[config.mk]
export PLATFORM = sky130hd
export DESIGN_NAME = pecr_top
export DESIGN_NICKNAME = d
export VERILOG_FILES = /design/src/hw/pecr_pkg.sv /design/src/hw/pecr_sync.sv /design/src/hw/pecr_svc.sv /design/src/hw/pecr_top.sv
export SDC_FILE = /design/constraint.sdc
export NUM_CORES = 1
export LEC_CHECK = 0
export BUFFER_PORTS_ARGS = -buffer_cell sky130_fd_sc_hd__buf_2
export CORE_UTILIZATION = 54
export DETAILED_ROUTE_END_ITERATION = 7
export PLACE_DENSITY = 0.92
export SYNTH_ARGS = -nofsm -noshare
export SYNTH_HDL_FRONTEND = slang
export SYNTH_SLANG_ARGS = --single-unit
[constraint.sdc]
create_clock -name clock -period 3.9 [get_ports clock]
set_input_delay 0.78 -clock clock [delete_from_list [all_inputs] [get_ports clock]]
set_output_delay 0.78 -clock clock [all_outputs]
set_load 0.01 [all_outputs]
[src/hw/pecr_pkg.sv]
// Purpose: shared constants for the extended port control register block
// Assumes: APB with 32-bit data, one aligned word per register except the second window register at 0x401
// Notes: offsets are byte addresses
package pecr_pkg;
	// -----------------------------------------------------------------
	// register map
	// -----------------------------------------------------------------
	localparam logic [11:0] PECR_OFF_CTRL = 12'h000;
	localparam logic [11:0] PECR_OFF_THR = 12'h004;
	localparam logic [11:0] PECR_OFF_IRQ_STAT = 12'h008;
	localparam logic [11:0] PECR_OFF_IRQ_EN = 12'h00C;
	localparam logic [11:0] PECR_OFF_IRQ_CLR = 12'h010;
	localparam logic [11:0] PECR_OFF_CFG1 = 12'h014;
	localparam logic [11:0] PECR_OFF_CFG2 = 12'h018;
	localparam logic [11:0] PECR_OFF_STATUS = 12'h01C;
	// configuration-mode window, index of the two config registers
	localparam logic [11:0] PECR_OFF_CFGWIN = 12'h400;
	localparam logic [11:0] PECR_OFF_CFGWIN2 = 12'h401;
	// -----------------------------------------------------------------
	// control field layout
	// -----------------------------------------------------------------
	localparam int PECR_MODE_HI = 7;
	localparam int PECR_MODE_LO = 5;
	localparam int PECR_BIT_FAULT_EN_N = 4;
	localparam int PECR_BIT_DMA_EN = 3;
	localparam int PECR_BIT_SVC_MASK = 2;
	localparam int PECR_BIT_FULL = 1;
	localparam int PECR_BIT_EMPTY = 0;
	localparam logic [7:0] PECR_CTRL_RESET = 8'h15;
	localparam logic [7:0] PECR_CTRL_WMASK = 8'hFC;
	// interrupt status layout
	localparam int PECR_IRQ_FAULT = 0;
	localparam int PECR_IRQ_SVC = 1;
	localparam int PECR_IRQ_W = 2;
	localparam logic [7:0] PECR_CFG_RESET = 8'h00;
	localparam logic [7:0] PECR_THR_RESET = 8'h08;
	// -----------------------------------------------------------------
	// mode codes
	// -----------------------------------------------------------------
	typedef enum logic [2:0] {
		PECR_MODE_STD = 3'h0,
		PECR_MODE_BIDIR = 3'h1,
		PECR_MODE_FIFO = 3'h2,
		PECR_MODE_ECP = 3'h3,
		PECR_MODE_EPP = 3'h4,
		PECR_MODE_RSVD = 3'h5,
		PECR_MODE_TEST = 3'h6,
		PECR_MODE_CFG = 3'h7
	} pecr_mode_t;
endpackage

[src/hw/pecr_sync.sv]
// Purpose: two flip-flop synchroniser for a pin level
// Assumes: input asynchronous to clock
// Notes: first stage feeds only the second
`timescale 1ns/100ps
module pecr_sync (
	// clock and reset
	input wire logic clock,
	input wire logic rst,
	// level
	input wire logic pin_in,
	output logic pin_sync
);
	logic meta_q;
	logic sync_q;
	always_ff @(posedge clock) begin
		if (rst) begin
			meta_q <= 1'b1;
			sync_q <= 1'b1;
		end else begin
			meta_q <= pin_in;
			sync_q <= meta_q;
		end
	end
	assign pin_sync = sync_q;
endmodule

[src/hw/pecr_svc.sv]
// Purpose: service-interrupt condition select
// Assumes: occupancy and thresholds in bytes, same clock
// Notes: pure combinational pick of the serviced event
`timescale 1ns/100ps
module pecr_svc #(
	parameter int DEPTH_W = 5
) (
	// control
	input wire logic dma_en,
	input wire logic direction,
	input wire logic dma_tc,
	// fifo state
	input wire logic [DEPTH_W-1:0] free_cnt,
	input wire logic [DEPTH_W-1:0] fill_cnt,
	input wire logic [DEPTH_W-1:0] tx_free_threshold,
	input wire logic [DEPTH_W-1:0] rx_fill_threshold,
	// result
	output logic svc_event
);
	always_comb begin
		if (dma_en) begin
			svc_event = dma_tc;
		end else if (!direction) begin
			svc_event = (free_cnt >= tx_free_threshold);
		end else begin
			svc_event = (fill_cnt >= rx_fill_threshold);
		end
	end
endmodule

[src/hw/pecr_top.sv]
// Purpose: extended port control register with APB slave and interrupts
// Assumes: fifo occupancy, terminal count and direction from port logic
// Notes: fault pin, dma terminal count and fifo level are the only external events
`timescale 1ns/100ps
// Notes on behaviour
// - bits 7..5 of the control register hold a read/write mode field.
// - mode 000 holds the fifo in reset.
// - mode 100 turns on the enhanced parallel port operation.
// - mode 110 keeps fifo access but never drives fifo bytes to the port.
// - mode 111 maps the two config registers at 0x400 and 0x401.
// - bit 4 low enables the fault falling-edge interrupt in ecp mode.
// - bit 3 gates every dma request.
// - bit 2 is set by hardware on a serviced event and cleared by software.
// - with dma on, terminal count sets the service mask.
// - dma off and forward, enough free fifo space sets the mask.
// - dma off and reverse, enough valid fifo bytes sets the mask.
// - a set mask blocks dma and service events; writing 1 raises nothing.
// - bit 1 reads 1 when the fifo is full.
// - bit 0 reads 1 when the fifo is empty.
module pecr_top
	import pecr_pkg::*;
#(
	parameter int DEPTH = 16
) (
	// clock and reset
	input wire logic clock,
	input wire logic rst,
	// apb slave
	input wire logic psel,
	input wire logic penable,
	input wire logic pwrite,
	input wire logic [11:0] paddr,
	input wire logic [31:0] pwdata,
	output logic [31:0] prdata,
	output logic pready,
	output logic pslverr,
	// port side status
	input wire logic [$clog2(DEPTH+1)-1:0] fifo_fill,
	input wire logic direction,
	input wire logic dma_tc,
	input wire logic peripheral_error_n,
	// controls to port logic
	output logic [2:0] port_mode,
	output logic fifo_reset,
	output logic epp_active,
	output logic fifo_to_port_en,
	output logic port_lines_en,
	output logic dma_request_enable,
	output logic [7:0] port_config_first,
	output logic [7:0] port_config_second,
	// interrupt
	output logic irq
);
	localparam int CW = $clog2(DEPTH+1);

	// counts and thresholds are one byte wide at most
	if (DEPTH < 2 || DEPTH > 255) begin : g_depth_check
		$error("pecr_top: DEPTH out of range");
	end

	// -----------------------------------------------------------------
	// state
	// -----------------------------------------------------------------
	logic [2:0] mode_q, mode_d;
	logic fault_en_n_q, fault_en_n_d;
	logic dma_en_q, dma_en_d;
	logic svc_q, svc_d;
	logic [7:0] thr_tx_q, thr_tx_d;
	logic [7:0] thr_rx_q, thr_rx_d;
	logic [7:0] cfg1_q, cfg1_d;
	logic [7:0] cfg2_q, cfg2_d;
	logic [PECR_IRQ_W-1:0] stat_q, stat_d;
	logic [PECR_IRQ_W-1:0] ien_q, ien_d;
	logic [31:0] rdata_q, rdata_d;
	logic ready_q, ready_d;
	logic err_q, err_d;
	logic fault_prev_q;
	logic irq_q;
	logic full_q, empty_q;

	logic fault_s;
	logic svc_event;
	logic fault_fall;
	logic access;
	logic wr;
	logic [CW-1:0] free_cnt;
	logic full_now, empty_now;
	logic cfg_mode;

	pecr_sync u_fault_sync (
		.clock(clock),
		.rst(rst),
		.pin_in(peripheral_error_n),
		.pin_sync(fault_s)
	);

	assign free_cnt = CW'(DEPTH) - fifo_fill;
	assign full_now = (fifo_fill >= CW'(DEPTH));
	assign empty_now = (fifo_fill == '0);

	pecr_svc #(
		.DEPTH_W(CW)
	) u_svc (
		.dma_en(dma_en_q),
		.direction(direction),
		.dma_tc(dma_tc),
		.free_cnt(free_cnt),
		.fill_cnt(fifo_fill),
		.tx_free_threshold(thr_tx_q[CW-1:0]),
		.rx_fill_threshold(thr_rx_q[CW-1:0]),
		.svc_event(svc_event)
	);

	// -----------------------------------------------------------------
	// apb decode
	// -----------------------------------------------------------------
	// first cycle of access phase; pready follows one cycle later
	assign access = psel && penable && !ready_q;
	assign wr = access && pwrite;
	assign cfg_mode = (mode_q == PECR_MODE_CFG);
	assign fault_fall = fault_prev_q && !fault_s;

	// -----------------------------------------------------------------
	// register next state
	// -----------------------------------------------------------------
	always_comb begin
		mode_d = mode_q;
		fault_en_n_d = fault_en_n_q;
		dma_en_d = dma_en_q;
		svc_d = svc_q;
		thr_tx_d = thr_tx_q;
		thr_rx_d = thr_rx_q;
		cfg1_d = cfg1_q;
		cfg2_d = cfg2_q;
		ien_d = ien_q;
		stat_d = stat_q;
		if (wr) begin
			case (paddr)
				PECR_OFF_CTRL: begin
					mode_d = pwdata[PECR_MODE_HI:PECR_MODE_LO];
					fault_en_n_d = pwdata[PECR_BIT_FAULT_EN_N];
					dma_en_d = pwdata[PECR_BIT_DMA_EN];
					svc_d = pwdata[PECR_BIT_SVC_MASK];
					// full and empty are not stored
				end
				PECR_OFF_THR: begin
					thr_tx_d = pwdata[7:0];
					thr_rx_d = pwdata[15:8];
				end
				PECR_OFF_IRQ_EN: begin
					ien_d = pwdata[PECR_IRQ_W-1:0];
				end
				PECR_OFF_IRQ_CLR: begin
					stat_d = stat_q & ~pwdata[PECR_IRQ_W-1:0];
				end
				PECR_OFF_CFG1, PECR_OFF_CFGWIN: begin
					if (paddr == PECR_OFF_CFG1 || cfg_mode) begin
						cfg1_d = pwdata[7:0];
					end
				end
				PECR_OFF_CFG2, PECR_OFF_CFGWIN2: begin
					if (paddr == PECR_OFF_CFG2 || cfg_mode) begin
						cfg2_d = pwdata[7:0];
					end
				end
				default: begin
				end
			endcase
		end
		// hardware set wins over a software clear in the same cycle
		if (!svc_q && svc_event) begin
			svc_d = 1'b1;
			stat_d[PECR_IRQ_SVC] = 1'b1;
		end
		// ecp mode only, enable bit active low
		if (fault_fall && !fault_en_n_q && mode_q == PECR_MODE_ECP) begin
			stat_d[PECR_IRQ_FAULT] = 1'b1;
		end
	end

	// -----------------------------------------------------------------
	// apb answer
	// -----------------------------------------------------------------
	always_comb begin
		rdata_d = 32'h0000_0000;
		err_d = 1'b0;
		ready_d = access;
		if (access) begin
			case (paddr)
				PECR_OFF_CTRL: begin
					rdata_d[7:0] = {mode_q, fault_en_n_q, dma_en_q, svc_q,
						full_now, empty_now};
				end
				PECR_OFF_THR: begin
					rdata_d[15:0] = {thr_rx_q, thr_tx_q};
				end
				PECR_OFF_IRQ_STAT: begin
					rdata_d[PECR_IRQ_W-1:0] = stat_q;
				end
				PECR_OFF_IRQ_EN: begin
					rdata_d[PECR_IRQ_W-1:0] = ien_q;
				end
				PECR_OFF_IRQ_CLR: begin
				end
				PECR_OFF_CFG1: begin
					rdata_d[7:0] = cfg1_q;
				end
				PECR_OFF_CFG2: begin
					rdata_d[7:0] = cfg2_q;
				end
				PECR_OFF_STATUS: begin
					rdata_d[1:0] = {full_q, empty_q};
				end
				PECR_OFF_CFGWIN: begin
					// outside configuration mode this offset answers with pslverr
					if (cfg_mode) begin
						rdata_d[7:0] = cfg1_q;
					end else begin
						err_d = 1'b1;
					end
				end
				PECR_OFF_CFGWIN2: begin
					if (cfg_mode) begin
						rdata_d[7:0] = cfg2_q;
					end else begin
						err_d = 1'b1;
					end
				end
				default: begin
					err_d = 1'b1;
				end
			endcase
		end
	end

	// -----------------------------------------------------------------
	// registers
	// -----------------------------------------------------------------
	always_ff @(posedge clock) begin
		if (rst) begin
			mode_q <= PECR_CTRL_RESET[PECR_MODE_HI:PECR_MODE_LO];
			fault_en_n_q <= PECR_CTRL_RESET[PECR_BIT_FAULT_EN_N];
			dma_en_q <= PECR_CTRL_RESET[PECR_BIT_DMA_EN];
			svc_q <= PECR_CTRL_RESET[PECR_BIT_SVC_MASK];
			thr_tx_q <= PECR_THR_RESET;
			thr_rx_q <= PECR_THR_RESET;
			cfg1_q <= PECR_CFG_RESET;
			cfg2_q <= PECR_CFG_RESET;
			stat_q <= '0;
			ien_q <= '0;
			rdata_q <= 32'h0000_0000;
			ready_q <= 1'b0;
			err_q <= 1'b0;
			fault_prev_q <= 1'b1;
			irq_q <= 1'b0;
			full_q <= 1'b0;
			empty_q <= 1'b1;
		end else begin
			mode_q <= mode_d;
			fault_en_n_q <= fault_en_n_d;
			dma_en_q <= dma_en_d;
			svc_q <= svc_d;
			thr_tx_q <= thr_tx_d;
			thr_rx_q <= thr_rx_d;
			cfg1_q <= cfg1_d;
			cfg2_q <= cfg2_d;
			stat_q <= stat_d;
			ien_q <= ien_d;
			rdata_q <= rdata_d;
			ready_q <= ready_d;
			err_q <= err_d;
			fault_prev_q <= fault_s;
			irq_q <= |(stat_d & ien_d);
			full_q <= full_now;
			empty_q <= empty_now;
		end
	end

	// -----------------------------------------------------------------
	// port controls, all registered
	// -----------------------------------------------------------------
	logic [2:0] pmode_q;
	logic fifo_rst_q, epp_q, f2p_q, lines_q, dreq_q;
	always_ff @(posedge clock) begin
		if (rst) begin
			pmode_q <= PECR_MODE_STD;
			fifo_rst_q <= 1'b1;
			epp_q <= 1'b0;
			f2p_q <= 1'b0;
			lines_q <= 1'b1;
			dreq_q <= 1'b0;
		end else begin
			pmode_q <= mode_d;
			fifo_rst_q <= (mode_d == PECR_MODE_STD) ||
				(mode_d == PECR_MODE_RSVD);
			epp_q <= (mode_d == PECR_MODE_EPP);
			// test mode keeps the fifo off the port lines
			f2p_q <= (mode_d == PECR_MODE_FIFO) ||
				(mode_d == PECR_MODE_ECP);
			lines_q <= (mode_d != PECR_MODE_RSVD);
			dreq_q <= dma_en_d && !svc_d;
		end
	end

	assign port_mode = pmode_q;
	assign fifo_reset = fifo_rst_q;
	assign epp_active = epp_q;
	assign fifo_to_port_en = f2p_q;
	assign port_lines_en = lines_q;
	assign dma_request_enable = dreq_q;
	assign port_config_first = cfg1_q;
	assign port_config_second = cfg2_q;
	assign irq = irq_q;
	assign prdata = rdata_q;
	assign pready = ready_q;
	assign pslverr = err_q;
endmodule

# ---- After elaboration in Yosys (flattened, before gate mapping)
# Cells that the tools add are included.
dict set report classes {
  magnitude_cmp 3
  n_reduce_logical 31
  n_bitwise 5
  eq_ne 16
  add_sub_neg 1
  muxes 21
}
# op n
set op_table {}
lappend op_table {{12-bit by 5-bit equality test with 1-bit output (second input constant)} 4}
lappend op_table {{6-bit one-hot mux with 6 select lines} 1}
lappend op_table {{12-bit by 11-bit equality test with 1-bit output (second input constant)} 2}
lappend op_table {{12-bit by 4-bit equality test with 1-bit output (second input constant)} 2}
lappend op_table {{2-bit one-hot mux with 9 select lines} 1}
lappend op_table {{8-bit two-way mux} 2}
lappend op_table {{12-bit by 3-bit equality test with 1-bit output (second input constant)} 1}
lappend op_table {{12-bit logical NOT} 1}
lappend op_table {{5-bit >= comparator} 2}
lappend op_table {{1-bit two-way mux} 10}
lappend op_table {{2-bit OR reduction} 5}
lappend op_table {{3-bit by 2-bit equality test with 1-bit output (second input constant)} 3}
lappend op_table {{3-bit equality test (second input constant)} 3}
lappend op_table {{1-bit logical AND} 8}
lappend op_table {{2-bit two-way mux} 4}
lappend op_table {{8-bit OR reduction} 1}
lappend op_table {{3-bit two-way mux} 2}
lappend op_table {{3-bit AND reduction} 2}
lappend op_table {{5-bit >= comparator (second input constant)} 1}
lappend op_table {{1-bit logical NOT} 5}
lappend op_table {{5-bit logical NOT} 1}
lappend op_table {{5-bit subtractor (first input constant)} 1}
lappend op_table {{2-bit bitwise AND} 2}
lappend op_table {{1-bit logical OR} 4}
lappend op_table {{7 further kinds} 9}
dict set report word_totals {
  in_bits 57
  word_cells 103
  reg_bits 87
  output_inout_bits 59
}

# ---- Depth between registers and ports, before layout
# Gate-level depths: netlist of the first run.
dict set report logic_depth {
  word_depth 8
  ltp_mapped 11
  depth_no_buf 11
}

# ---- Cells and area by module
# Synthesis of the first run repeated with hierarchy kept, for this count alone.
dict set report unflattened {
  cells_unflattened 367
  area_unflattened_um2 3276.9
}
# mod area_per_inst_um2 instances cells_each seq_area_each_um2
set by_module_without_submodules {}
lappend by_module_without_submodules {pecr_top 2970.3 1 328 1381.3}
lappend by_module_without_submodules {pecr_svc 254.0 1 35 0.0}
lappend by_module_without_submodules {pecr_sync 52.6 1 4 40.0}

# ---- Worst setup path after synthesis of the first run
# OpenSTA, ideal clock, no wires.
dict set report synth_timing {
  path_kind {input -> register}
  start {in paddr[0]}
  end {reg irq_q, in the netlist irq}
  path_buffers 0
  arrival_ps 2435
  required_time_ps 3783
  stages 5
  setup_ps 117
  path_slack_ps 1348
  path_cell_list {nor4b_1 > and3_2 > and4b_1 > mux2_2 > a32o_1}
}
dict set report synth_between {
  elab_chain_len 6
  elab_cells_between_ends 10
  cone_classes {2 x eq/ne; 6 x mux; 1 x bitwise; 1 x reduce/logical}
}
# item line_no
set synth_rtl {}
lappend synth_rtl {{from (decl)} pecr_top.sv:32} ;# input wire logic [11:0] paddr,
lappend synth_rtl {{12-bit by 5-bit equality test with 1-bit output} pecr_top.sv:138} ;# case (paddr)
lappend synth_rtl {{2-bit two-way mux} pecr_top.sv:138}
lappend synth_rtl {{2-bit two-way mux} pecr_top.sv:137} ;# if (wr) begin
lappend synth_rtl {{1-bit two-way mux (on tied branches)} {pecr_top.sv:176, pecr_top.sv:171}}
lappend synth_rtl {{2-bit bitwise AND (*)} pecr_top.sv:273} ;# irq_q <= |(stat_d & ien_d);
lappend synth_rtl {{2-bit OR reduction (*)} pecr_top.sv:273}
lappend synth_rtl {{to (signal assigned)} pecr_top.sv:273}
lappend synth_rtl {{to (decl)} pecr_top.sv:78} ;# logic irq_q;
# Mark *: on every way between the ends. The rest lies on a longest branch, timed or not.
# A chain may end at the register's enable or synchronous reset.

# ---- Final worst setup path of the first run
# Same ends and word-level chain as after synthesis.

==> impl_metrics.py, run 1 <==
metrics = {
    "yosys": {
        "synth_edf_count": 0,
        "synth_ff_type": "dfxtp_1",
        "synth_area_mm2": 0.00338,
        "synth.distinct_cells": 60,
        "ys_seq_area_share_pct": 42.0,
        "async_reset_ff_share_pct": 0,
        "netlist_instances": 370,
        "yosys-top-cells-count": "71 x dfxtp_1, 49 x nand2_1, 33 x nor2_1, 27 x a21oi_1, 19 x mux2i_1",
        "ys_ff_latch": 71,
        "syn_area_per_cell_um2": 9.14,
        "synth_top_area_share_pct": 42.0,
        "yosysMostFrequentCell": "dfxtp_1",
        "ys_top_cells_by_area": "dfxtp_1 42%, mux2i_1 5.6%, nand2_1 5.4%",
        "yosys.area.top_type": "dfxtp_1",
        "yosys_warnings": 0,
    },
    "timing": {
        "rsz0062_at_grt": "false",
        "fmax_ghz": 0.373,
        "slew_headroom_pct": 39.7,
        "report.final.slew_viol_count": 0,
        "hold_slack_ns": 0.412,
        "fin_tns_setup_ns": 0,
        "finalSetupViolCount": 0,
        "tightest_slew_ns": 0.892,
        "finClkSkew_ns": 0.00643,
        "hold_viol": 0,
        "post-route-min-period_ns": 2.68,
        "timing.final.crit_share_pct": 68.8,
    },
    "cts": {
        "cts_htree_levels": 3,
        "clkLatencyLatePin_ns": 0.34,
        "cts_buffers": 9,
        "root_buffer": "clkbuf_8",
        "clk_pin_slew_worst_paths_ns": 0.07,
        "cts_sinks": 71,
        "cts_tree": "built",
        "cts.hold.buffers_added": 0,
        "cts-resized-gates": 0,
        "post_cts_buffers": 0,
        "clock_path_buffers": 2,
    },
    "floorplanning": {
        "io-pin-count": 116,
        "die_x_um": 81.1,
        "initial_core_util_pct": 56.5,
        "core_area_mm2": 0.00599,
        "rows": 28,
        "dieArea_mm2": 0.00658,
        "die_h_um": 81.1,
    },
    "place": {
        "dpl.cell_count": 516,
        "numPortBuffers": 83,
        "routabilityCongestion": 0.905,
        "post-dp-hpwl_um": 5940,
    },
    "grt": {
        "gr-total-overflow": 0,
        "first_global_vias": 2793,
        "grt_pass1_wl_um": 12900,
        "antenna_found_initial": 0,
        "grt_max_degree": 25,
        "grt_usage_pct": 26.2,
    },
    "critical_path": {
        "path_class": "in2reg",
        "end_kind": "flip-flop",
        "critPathMaxFanout": 8,
        "cp-start-kind": "input pin",
        "r2r_start": "port_mode[2]",
        "reg2reg_slack_ns": 1.70,
        "required_ns": 4.13,
        "reg2reg_depth": 5,
        "reg2reg_to": "port_config_first[3]",
        "arrival_ns": 2.91,
    },
    "routing": {
        "wl_per_cell_um": 15.2,
        "detail-route-antenna-nets": 0,
        "vias_per_cell": 5.64,
        "drt-total-wl_um": 8090,
        "drc": 0,
        "drtIter0Drc": 190,
        "num_vias": 3001,
        "drt_first_pass_iters": 5,
    },
    "final_layout": {
        "regArea_mm2": 0.00142,
        "area_growth_pct": 17.5,
        "layout-drive-gt1-share_pct": 26.7,
        "fill_cells": 488,
        "multiInputGateArea_mm2": 0.00178,
        "diodes": 0,
        "nets": 522,
        "final_util_pct": 66.3,
        "fin_cells": 532,
    },
    "power_and_ir_drop": {
        "power.density_mw_per_mm2": 354,
        "finalPower_mw": 1.41,
        "p_leak_nw": 1.70,
        "peakVddDrop_uv": 301,
    },
    "worst_hold_path": {
        "hold_path_class": "reg2reg",
        "hp-start": "u_fault_sync.meta_q",
        "min_to": "u_fault_sync.pin_sync",
        "hold_depth": 1,
    },
    "run": {
        "cap_violations": 0,
    },
    "run_status": {
        "status": "complete, no violations",
    },
}
-- worst max path at each step --
stage               slack (ns)  end  depth (start not counted)          from
floorplan                 1.35  irq                          5      paddr[0]
global placement          0.96  irq                          6      paddr[0]
detailed placement        0.93  irq                         12  fifo_fill[0]
CTS                       1.24  irq                          6      paddr[0]
global route              1.09  irq                          6      paddr[0]
finish                    1.22  irq                          6      paddr[0]
-- layout make-up --
class / count / area share [%]
inverter: 15 / 1.42
multi-input combinational: 270 / 44.8
clock inverter: 3 / 1.07
clock buffer: 13 / 3.75
sequential: 71 / 35.8
timing repair buffer: 85 / 10.8
tap: 75 / 2.36
-- sequential cells by signal, summed over array words and instances (netlist names), 2 cells and up --
name / flops
port_config_first: 8
ien_q: 2
port_mode: 3
prdata: 16
thr_rx_q: 8
stat_q: 2
port_config_second: 8
thr_tx_q: 8
-- stage by stage --
| step | setup WS (ns) | cell area, um2 |
|---|---|---|
| after floorplan | 1.35 | 3440 |
| after global placement | 0.957 | 3780 |
| after detailed placement | 0.929 | 3780 |
| after CTS | 1.24 | 3970 |
| after global routing | 1.09 | 3970 |
| final | 1.22 | 3970 |
-- power by group --
part | internal [mW] | switching [mW] | leakage (nW)
sequential | 0.728 | 0.000932 | 0.573
combinational | 0.0367 | 0.0624 | 1.03
clock | 0.313 | 0.266 | 0.0936
-- cells in the final DEF (no fill, tap or decap), types with 2 or more instances in the layout --
| master | netlist | layout |
|---|---|---|
| xnor2_1 | 2 | 2 |
| a22oi_1 | 3 | 3 |
| clkbuf_1 | 8 | 3 |
| nand3_1 | 5 | 5 |
| ha_1 | 13 | 13 |
| and2_1 | 12 | 12 |
| a222oi_1 | 4 | 4 |
| nand4_1 | 3 | 3 |
| conb_1 | 1 | 16 |
| nor2_1 | 33 | 33 |
| a211oi_1 | 2 | 2 |
| nand2_1 | 49 | 49 |
| inv_1 | 15 | 15 |
| mux2_2 | 9 | 9 |
| clkbuf_8 | 0 | 10 |
| o211ai_1 | 2 | 2 |
| nor2b_1 | 7 | 7 |
| or3_1 | 5 | 5 |
| nand3b_1 | 3 | 3 |
| buf_4 | 16 | 2 |
| dfxtp_1 | 71 | 71 |
| nand4b_1 | 2 | 2 |
| and4b_1 | 3 | 3 |
| and3_1 | 2 | 2 |
| or2_2 | 4 | 4 |
| a21oi_1 | 27 | 27 |
| nor3_1 | 4 | 4 |
| buf_2 | 3 | 83 |
| xor2_1 | 2 | 2 |
| a2111oi_0 | 2 | 2 |
| nor4b_1 | 2 | 2 |
| nor3b_1 | 3 | 3 |
| mux2i_1 | 19 | 19 |
| o21ai_0 | 6 | 6 |
| and4bb_2 | 2 | 2 |
-- per-layer routing --
| metal | track usage (%) | vias up | part of all wire (%) |
|---|---|---|---|
| met5 | 0 | - | 0 |
| met1 | 31.7 | 1420 | 41 |
| met2 | 44.5 | 133 | 50 |
| met3 | 5.39 | 19 | 7.1 |
| met4 | 12.0 | 0 | 2.3 |
| li1 | - | 1429 | - |
-- critical path, stage by stage --
cell     delay, ns
buf_2         0.14
nor4b_1       0.79
and3_2        0.33
and4b_1       0.24
mux2_2        0.36
a32o_1        0.27
-- kinds of logic (layout without fill, tap and decap cells) --
group	after synthesis	in the layout	synth area share, %
AND/OR/NAND/NOR	148	148	23.4
other	1	16	0.111
buffers and inverters	44	116	6.99
AO/OA/AOI/OAI	60	60	12.4
flip-flops	71	71	42.0
multiplexers	29	29	9.29
adder cells (fa/ha/maj)	13	13	4.81
XOR/XNOR	4	4	1.04
(Power assumes the default switching activity.)
==> run 2: changes to the inputs <==
- CORE_UTILIZATION: 54 -> 50
- PLACE_DENSITY: 0.92 -> 0.87
- clock period: 3.9 -> 2.53 ns (I/O delays scaled with it)
==> run 2 against run 1 <==
Effect of this change: the run now ends with DRC left; core utilization shrank 3.4 points; hold slack worse by 0.063 ns; total power grew 45%; setup slack got worse by 0.94 ns; first-iteration DRC count rose by 58%; flip-flop and latch count is the same; final cell count grew 2.8%; non-clock buffer count grew 13.
==> impl_metrics.py, run 2 (synthesized netlist as in run 1, its figures left out) <==
metrics = {
    "run_status": {
        "status": "finished with violations",
        "failed_checks": "DRC",
    },
    "critical_path": {
        "reg2reg_depth": 5,
        "critPathMaxFanout": 3,
        "end_kind": "flip-flop",
        "crit_path_start": "fifo_fill[0]",
        "path_class": "in2reg",
        "required_ns": 2.82,
        "arrival_ns": 2.54,
        "r2r_start": "pready",
        "cp-start-kind": "input pin",
    },
    "place": {
        "routabilityCongestion": 0.874,
        "numPortBuffers": 83,
        "placed_cell_area_mm2": 0.00388,
        "dpl.cell_count": 531,
        "post-dp-hpwl_um": 6180,
        "pre_cts_ws_ns": -0.0336,
    },
    "cts": {
        "root_buffer": "clkbuf_8",
        "cts_sinks": 71,
        "cts_htree_levels": 3,
        "cts.hold.buffers_added": 0,
        "clkLatencyLatePin_ns": 0.34,
        "cts_buffers": 9,
        "post_cts_buffers": 0,
        "cts_tree": "built",
        "cts-resized-gates": 0,
        "clk_pin_slew_worst_paths_ns": 0.07,
        "clock_path_buffers": 2,
    },
    "worst_hold_path": {
        "hold_depth": 2,
        "hp-start": "peripheral_error_n",
        "hold_path_class": "in2reg",
    },
    "final_layout": {
        "final_cell_mix": "83 x buf_2, 71 x dfxtp_1, 49 x nand2_1",
        "fin_cells": 547,
        "diodes": 0,
        "largest_register_ffs": 16,
        "final_common_cell": "buf_2",
        "fill_cells": 512,
        "area_growth_pct": 19.5,
        "design_area_mm2": 0.00404,
        "layout-drive-gt1-share_pct": 28.7,
        "nets": 535,
    },
    "floorplanning": {
        "initial_core_util_pct": 52.7,
        "core_area_mm2": 0.00642,
        "dieArea_mm2": 0.00710,
        "rows": 29,
        "die_h_um": 84.2,
        "io-pin-count": 116,
        "die_x_um": 84.2,
    },
    "timing": {
        "hold_viol": 0,
        "finalSetupViolCount": 0,
        "fmax_ghz": 0.443,
        "post-route-min-period_ns": 2.26,
        "rsz0062_at_grt": "false",
        "finClkSkew_ns": 0.00795,
        "report.final.slew_viol_count": 0,
        "timing.final.crit_share_pct": 89.1,
        "fin_ws_ns": 0.275,
        "slew_headroom_pct": 52.4,
        "tightest_slew_ns": 0.704,
    },
    "routing": {
        "drt-total-wl_um": 8700,
        "drtIter0Drc": 300,
        "num_vias": 3136,
        "wl_per_cell_um": 15.9,
        "drt_first_pass_iters": 8,
        "vias_per_cell": 5.73,
        "detail-route-antenna-nets": 0,
        "drc": 13,
    },
    "grt": {
        "first_global_vias": 2937,
        "grt_pass1_wl_um": 13900,
        "grt_max_degree": 24,
        "antenna_found_initial": 0,
        "grt_usage_pct": 25.0,
        "gr-total-overflow": 0,
    },
    "run": {
        "cap_violations": 0,
    },
    "power_and_ir_drop": {
        "power.density_mw_per_mm2": 505,
        "p_leak_nw": 1.75,
        "peakVddDrop_uv": 332,
    },
}
[run 2: cell type report]
cell class              count  area, um2  share of cell area [%]
clock buffers              12        135                    3.34
clock inverters             4       22.5                   0.557
inverters                  15       56.3                    1.39
multi-input cells         270       1780                    44.1
flip-flops and latches     71       1420                    35.2
well taps                  77       96.3                    2.38
repair buffers             98        528                    13.1
[run 2: critical path, cell delays in order]
cell,delay [ns]
buf_2,0.11
inv_1,0.07
ha_1,0.16
nor3b_1,0.27
ha_1,0.17
inv_1,0.04
ha_1,0.28
nand2_1,0.06
a211oi_1,0.22
a21oi_1,0.08
o21ai_0,0.34
a32o_1,0.23
[run 2: path summary, 6_finish.rpt]
path	end	slack, ns
max	irq	0.27
min	u_fault_sync.meta_q	0.35
max reg2reg	epp_active	0.47
min reg2reg	u_fault_sync.pin_sync	0.42
[run 2: where the power goes]
| part | internal [mW] | switching (mW) |
|---|---|---|
| Sequential | 1.12 | 0.00193 |
| Clock | 0.352 | 0.405 |
| Combinational | 0.0607 | 0.100 |
[run 2: metrics by stage]
step	util, %	hold slack [ns]	total power, mW	TNS (ns)
floorplan	-	0.389	1.25	0
global placement	60.5	0.396	1.30	0
detailed placement	60.5	0.395	1.31	-0.0336
CTS	62.9	0.339	2.05	0
global route	62.9	0.336	2.12	0
finish	62.9	0.349	2.04	0
[run 2: metal layers]
| metal | up-vias | track usage (%) | wire [um] |
|---|---|---|---|
| met2 | 168 | 43.5 | 4350 |
| met3 | 23 | 4.92 | 735 |
| met1 | 1482 | 30.2 | 3440 |
| met5 | - | 0 | 0 |
| met4 | 0 | 10.3 | 186 |
| li1 | 1463 | - | - |
==> run 3: changes to the inputs <==
- CORE_MARGIN: default -> 3
==> run 3 against run 2 <==
Effect of this change: the run now ends clean; fmax is 1.6% lower; critical path depth did not move; sequential share of layout area decreased by 0.42 points; total power is 8.7% higher; hold slack got worse by 0.0074 ns; sequential power barely moved; via count shrank 2.6%; die area increased by 9.7%; clock power grew 24%; clock skew is 0.0011 ns higher; combinational power about the same; largest power group unchanged.
==> impl_metrics.py, run 3 (synthesized netlist as in run 1, its figures left out) <==
metrics = {
    "critical_path": {
        "cp_slowest_stage_delay_ns": 0.29,
        "critPathCapture": "irq",
        "crit_slowest_cell": "nor3b_1",
        "crit_chain": "buf_2 -> inv_1 -> ha_1 -> nor3b_1 -> ha_1 -> inv_1 -> ha_1 -> nand2_1 -> nor3_1 -> a21oi_1 -> o21ai_0 -> a32o_1",
        "reg2reg_to": "epp_active",
        "crit_path_start": "fifo_fill[0]",
        "cp-start-kind": "input pin",
        "path_class": "in2reg",
        "required_ns": 2.77,
        "cp_common_cell": "ha_1",
        "reg2reg_slack_ns": 0.59,
        "r2r_start": "pready",
        "arrival_ns": 2.53,
        "end_kind": "flip-flop",
        "reg2reg_depth": 5,
        "critPathMaxFanout": 3,
    },
    "final_layout": {
        "area_growth_pct": 20.9,
        "final_util_pct": 63.3,
        "design_area_mm2": 0.00409,
        "final_common_cell": "buf_2",
        "multiInputGateArea_mm2": 0.00178,
        "diodes": 0,
        "regArea_mm2": 0.00142,
        "nets": 535,
        "layout-drive-gt1-share_pct": 29.4,
        "largest_register_ffs": 16,
        "final_cell_mix": "83 x buf_2, 71 x dfxtp_1, 49 x nand2_1",
        "fill_cells": 528,
    },
    "grt": {
        "antenna_found_initial": 0,
        "first_global_vias": 2973,
        "gr-total-overflow": 0,
        "grt_max_degree": 27,
        "grt_usage_pct": 22.7,
        "grt_pass1_wl_um": 13700,
    },
    "floorplanning": {
        "initial_core_util_pct": 52.4,
        "core_area_mm2": 0.00646,
        "die_x_um": 88.2,
        "rows": 29,
        "dieArea_mm2": 0.00779,
        "io-pin-count": 116,
        "die_h_um": 88.2,
    },
    "cts": {
        "cts.hold.buffers_added": 0,
        "cts_buffers": 9,
        "cts_sinks": 71,
        "cts_tree": "built",
        "cts_htree_levels": 3,
        "post_cts_buffers": 0,
        "cts-resized-gates": 0,
        "clk_pin_slew_worst_paths_ns": 0.07,
        "clock_path_buffers": 2,
        "clkLatencyLatePin_ns": 0.35,
        "root_buffer": "clkbuf_8",
    },
    "place": {
        "numPortBuffers": 83,
        "routabilityCongestion": 0.925,
        "placed_cell_area_mm2": 0.00388,
        "post-dp-hpwl_um": 6510,
    },
    "timing": {
        "fmax_ghz": 0.436,
        "finalSetupViolCount": 0,
        "rsz0062_at_grt": "false",
        "hold_viol": 0,
        "tightest_slew_ns": 0.629,
        "post-route-min-period_ns": 2.29,
        "timing.final.crit_share_pct": 90.6,
        "slew_headroom_pct": 57.5,
        "finClkSkew_ns": 0.00908,
        "report.final.slew_viol_count": 0,
    },
    "routing": {
        "detail-route-antenna-nets": 0,
        "drt-total-wl_um": 8790,
        "wl_per_cell_um": 16.1,
        "num_vias": 3055,
        "drc": 0,
        "drt_first_pass_iters": 5,
        "vias_per_cell": 5.59,
        "drtIter0Drc": 233,
    },
    "run": {
        "cap_violations": 0,
    },
    "power_and_ir_drop": {
        "peakVddDrop_uv": 372,
        "finalPower_mw": 2.22,
        "p_leak_nw": 1.77,
        "power.density_mw_per_mm2": 543,
    },
    "run_status": {
        "status": "complete, no violations",
    },
    "worst_hold_path": {
        "hold_path_class": "in2reg",
    },
}
==> run 3: cell types whose count changed in the layout (fill, tap and decap cells not counted), sizes merged <==
cell	before	now
clkbuf	12	10
inv	15	16
bufinv	0	1
==> run 3: where the power goes <==
| group | total, mW | switching (mW) | leakage (nW) | internal (mW) |
|---|---|---|---|---|
| registers | 1.12 | 0.00156 | 0.573 | 1.12 |
| clock network | 0.937 | 0.449 | 0.103 | 0.487 |
| logic | 0.160 | 0.0991 | 1.09 | 0.0605 |
==> run 3: cell type report <==
type                            count  share of cell area, %
Multi-Input combinational cell    270                   43.5
Sequential cell                    71                   34.8
Timing Repair Buffer               98                   12.9
Clock buffer                       10                   3.37
Tap cell                           77                   2.36
Clock inverter                      6                   1.68
Inverter                           15                   1.38
==> run 3: through the flow <==
stage	TNS, ns	hold slack, ns	std cells	setup WS (ns)
global placement	0	0.395	531	0.0393
finish	0	0.341	547	0.238
floorplan	0	0.389	385	0.252
CTS	0	0.342	547	0.247
global route	0	0.338	547	0.0994
detailed placement	-0.0987	0.394	531	-0.0964
==> run 3: worst min path at each step <==
stage	from	endpoint	slack, ns	cells past startpoint
final	peripheral_error_n	u_fault_sync.meta_q	0.34	2
after global routing	peripheral_error_n	u_fault_sync.meta_q	0.34	2
after CTS	peripheral_error_n	u_fault_sync.meta_q	0.34	2
after detailed placement	u_fault_sync.meta_q	u_fault_sync.pin_sync	0.39	1
after global placement	u_fault_sync.meta_q	u_fault_sync.pin_sync	0.40	1
after floorplan	u_fault_sync.meta_q	u_fault_sync.pin_sync	0.39	1
==> run 3: layer usage <==
metal	vias to the layer above	part of all wire, %	global-route usage, %
met3	19	7.0	4.47
met5	-	0	0
met4	0	2.6	10.0
li1	1462	-	-
met1	1460	41	27.7
met2	114	49	38.8
==> run 3: worst max-delay path, delay by kind of cell <==
kind / cells / cell delay [ns]
adder cells (fa/ha/maj): 3 / 0.71
buffers and inverters: 3 / 0.25
AO/OA/AOI/OAI: 3 / 0.63
AND/OR/NAND/NOR: 3 / 0.43
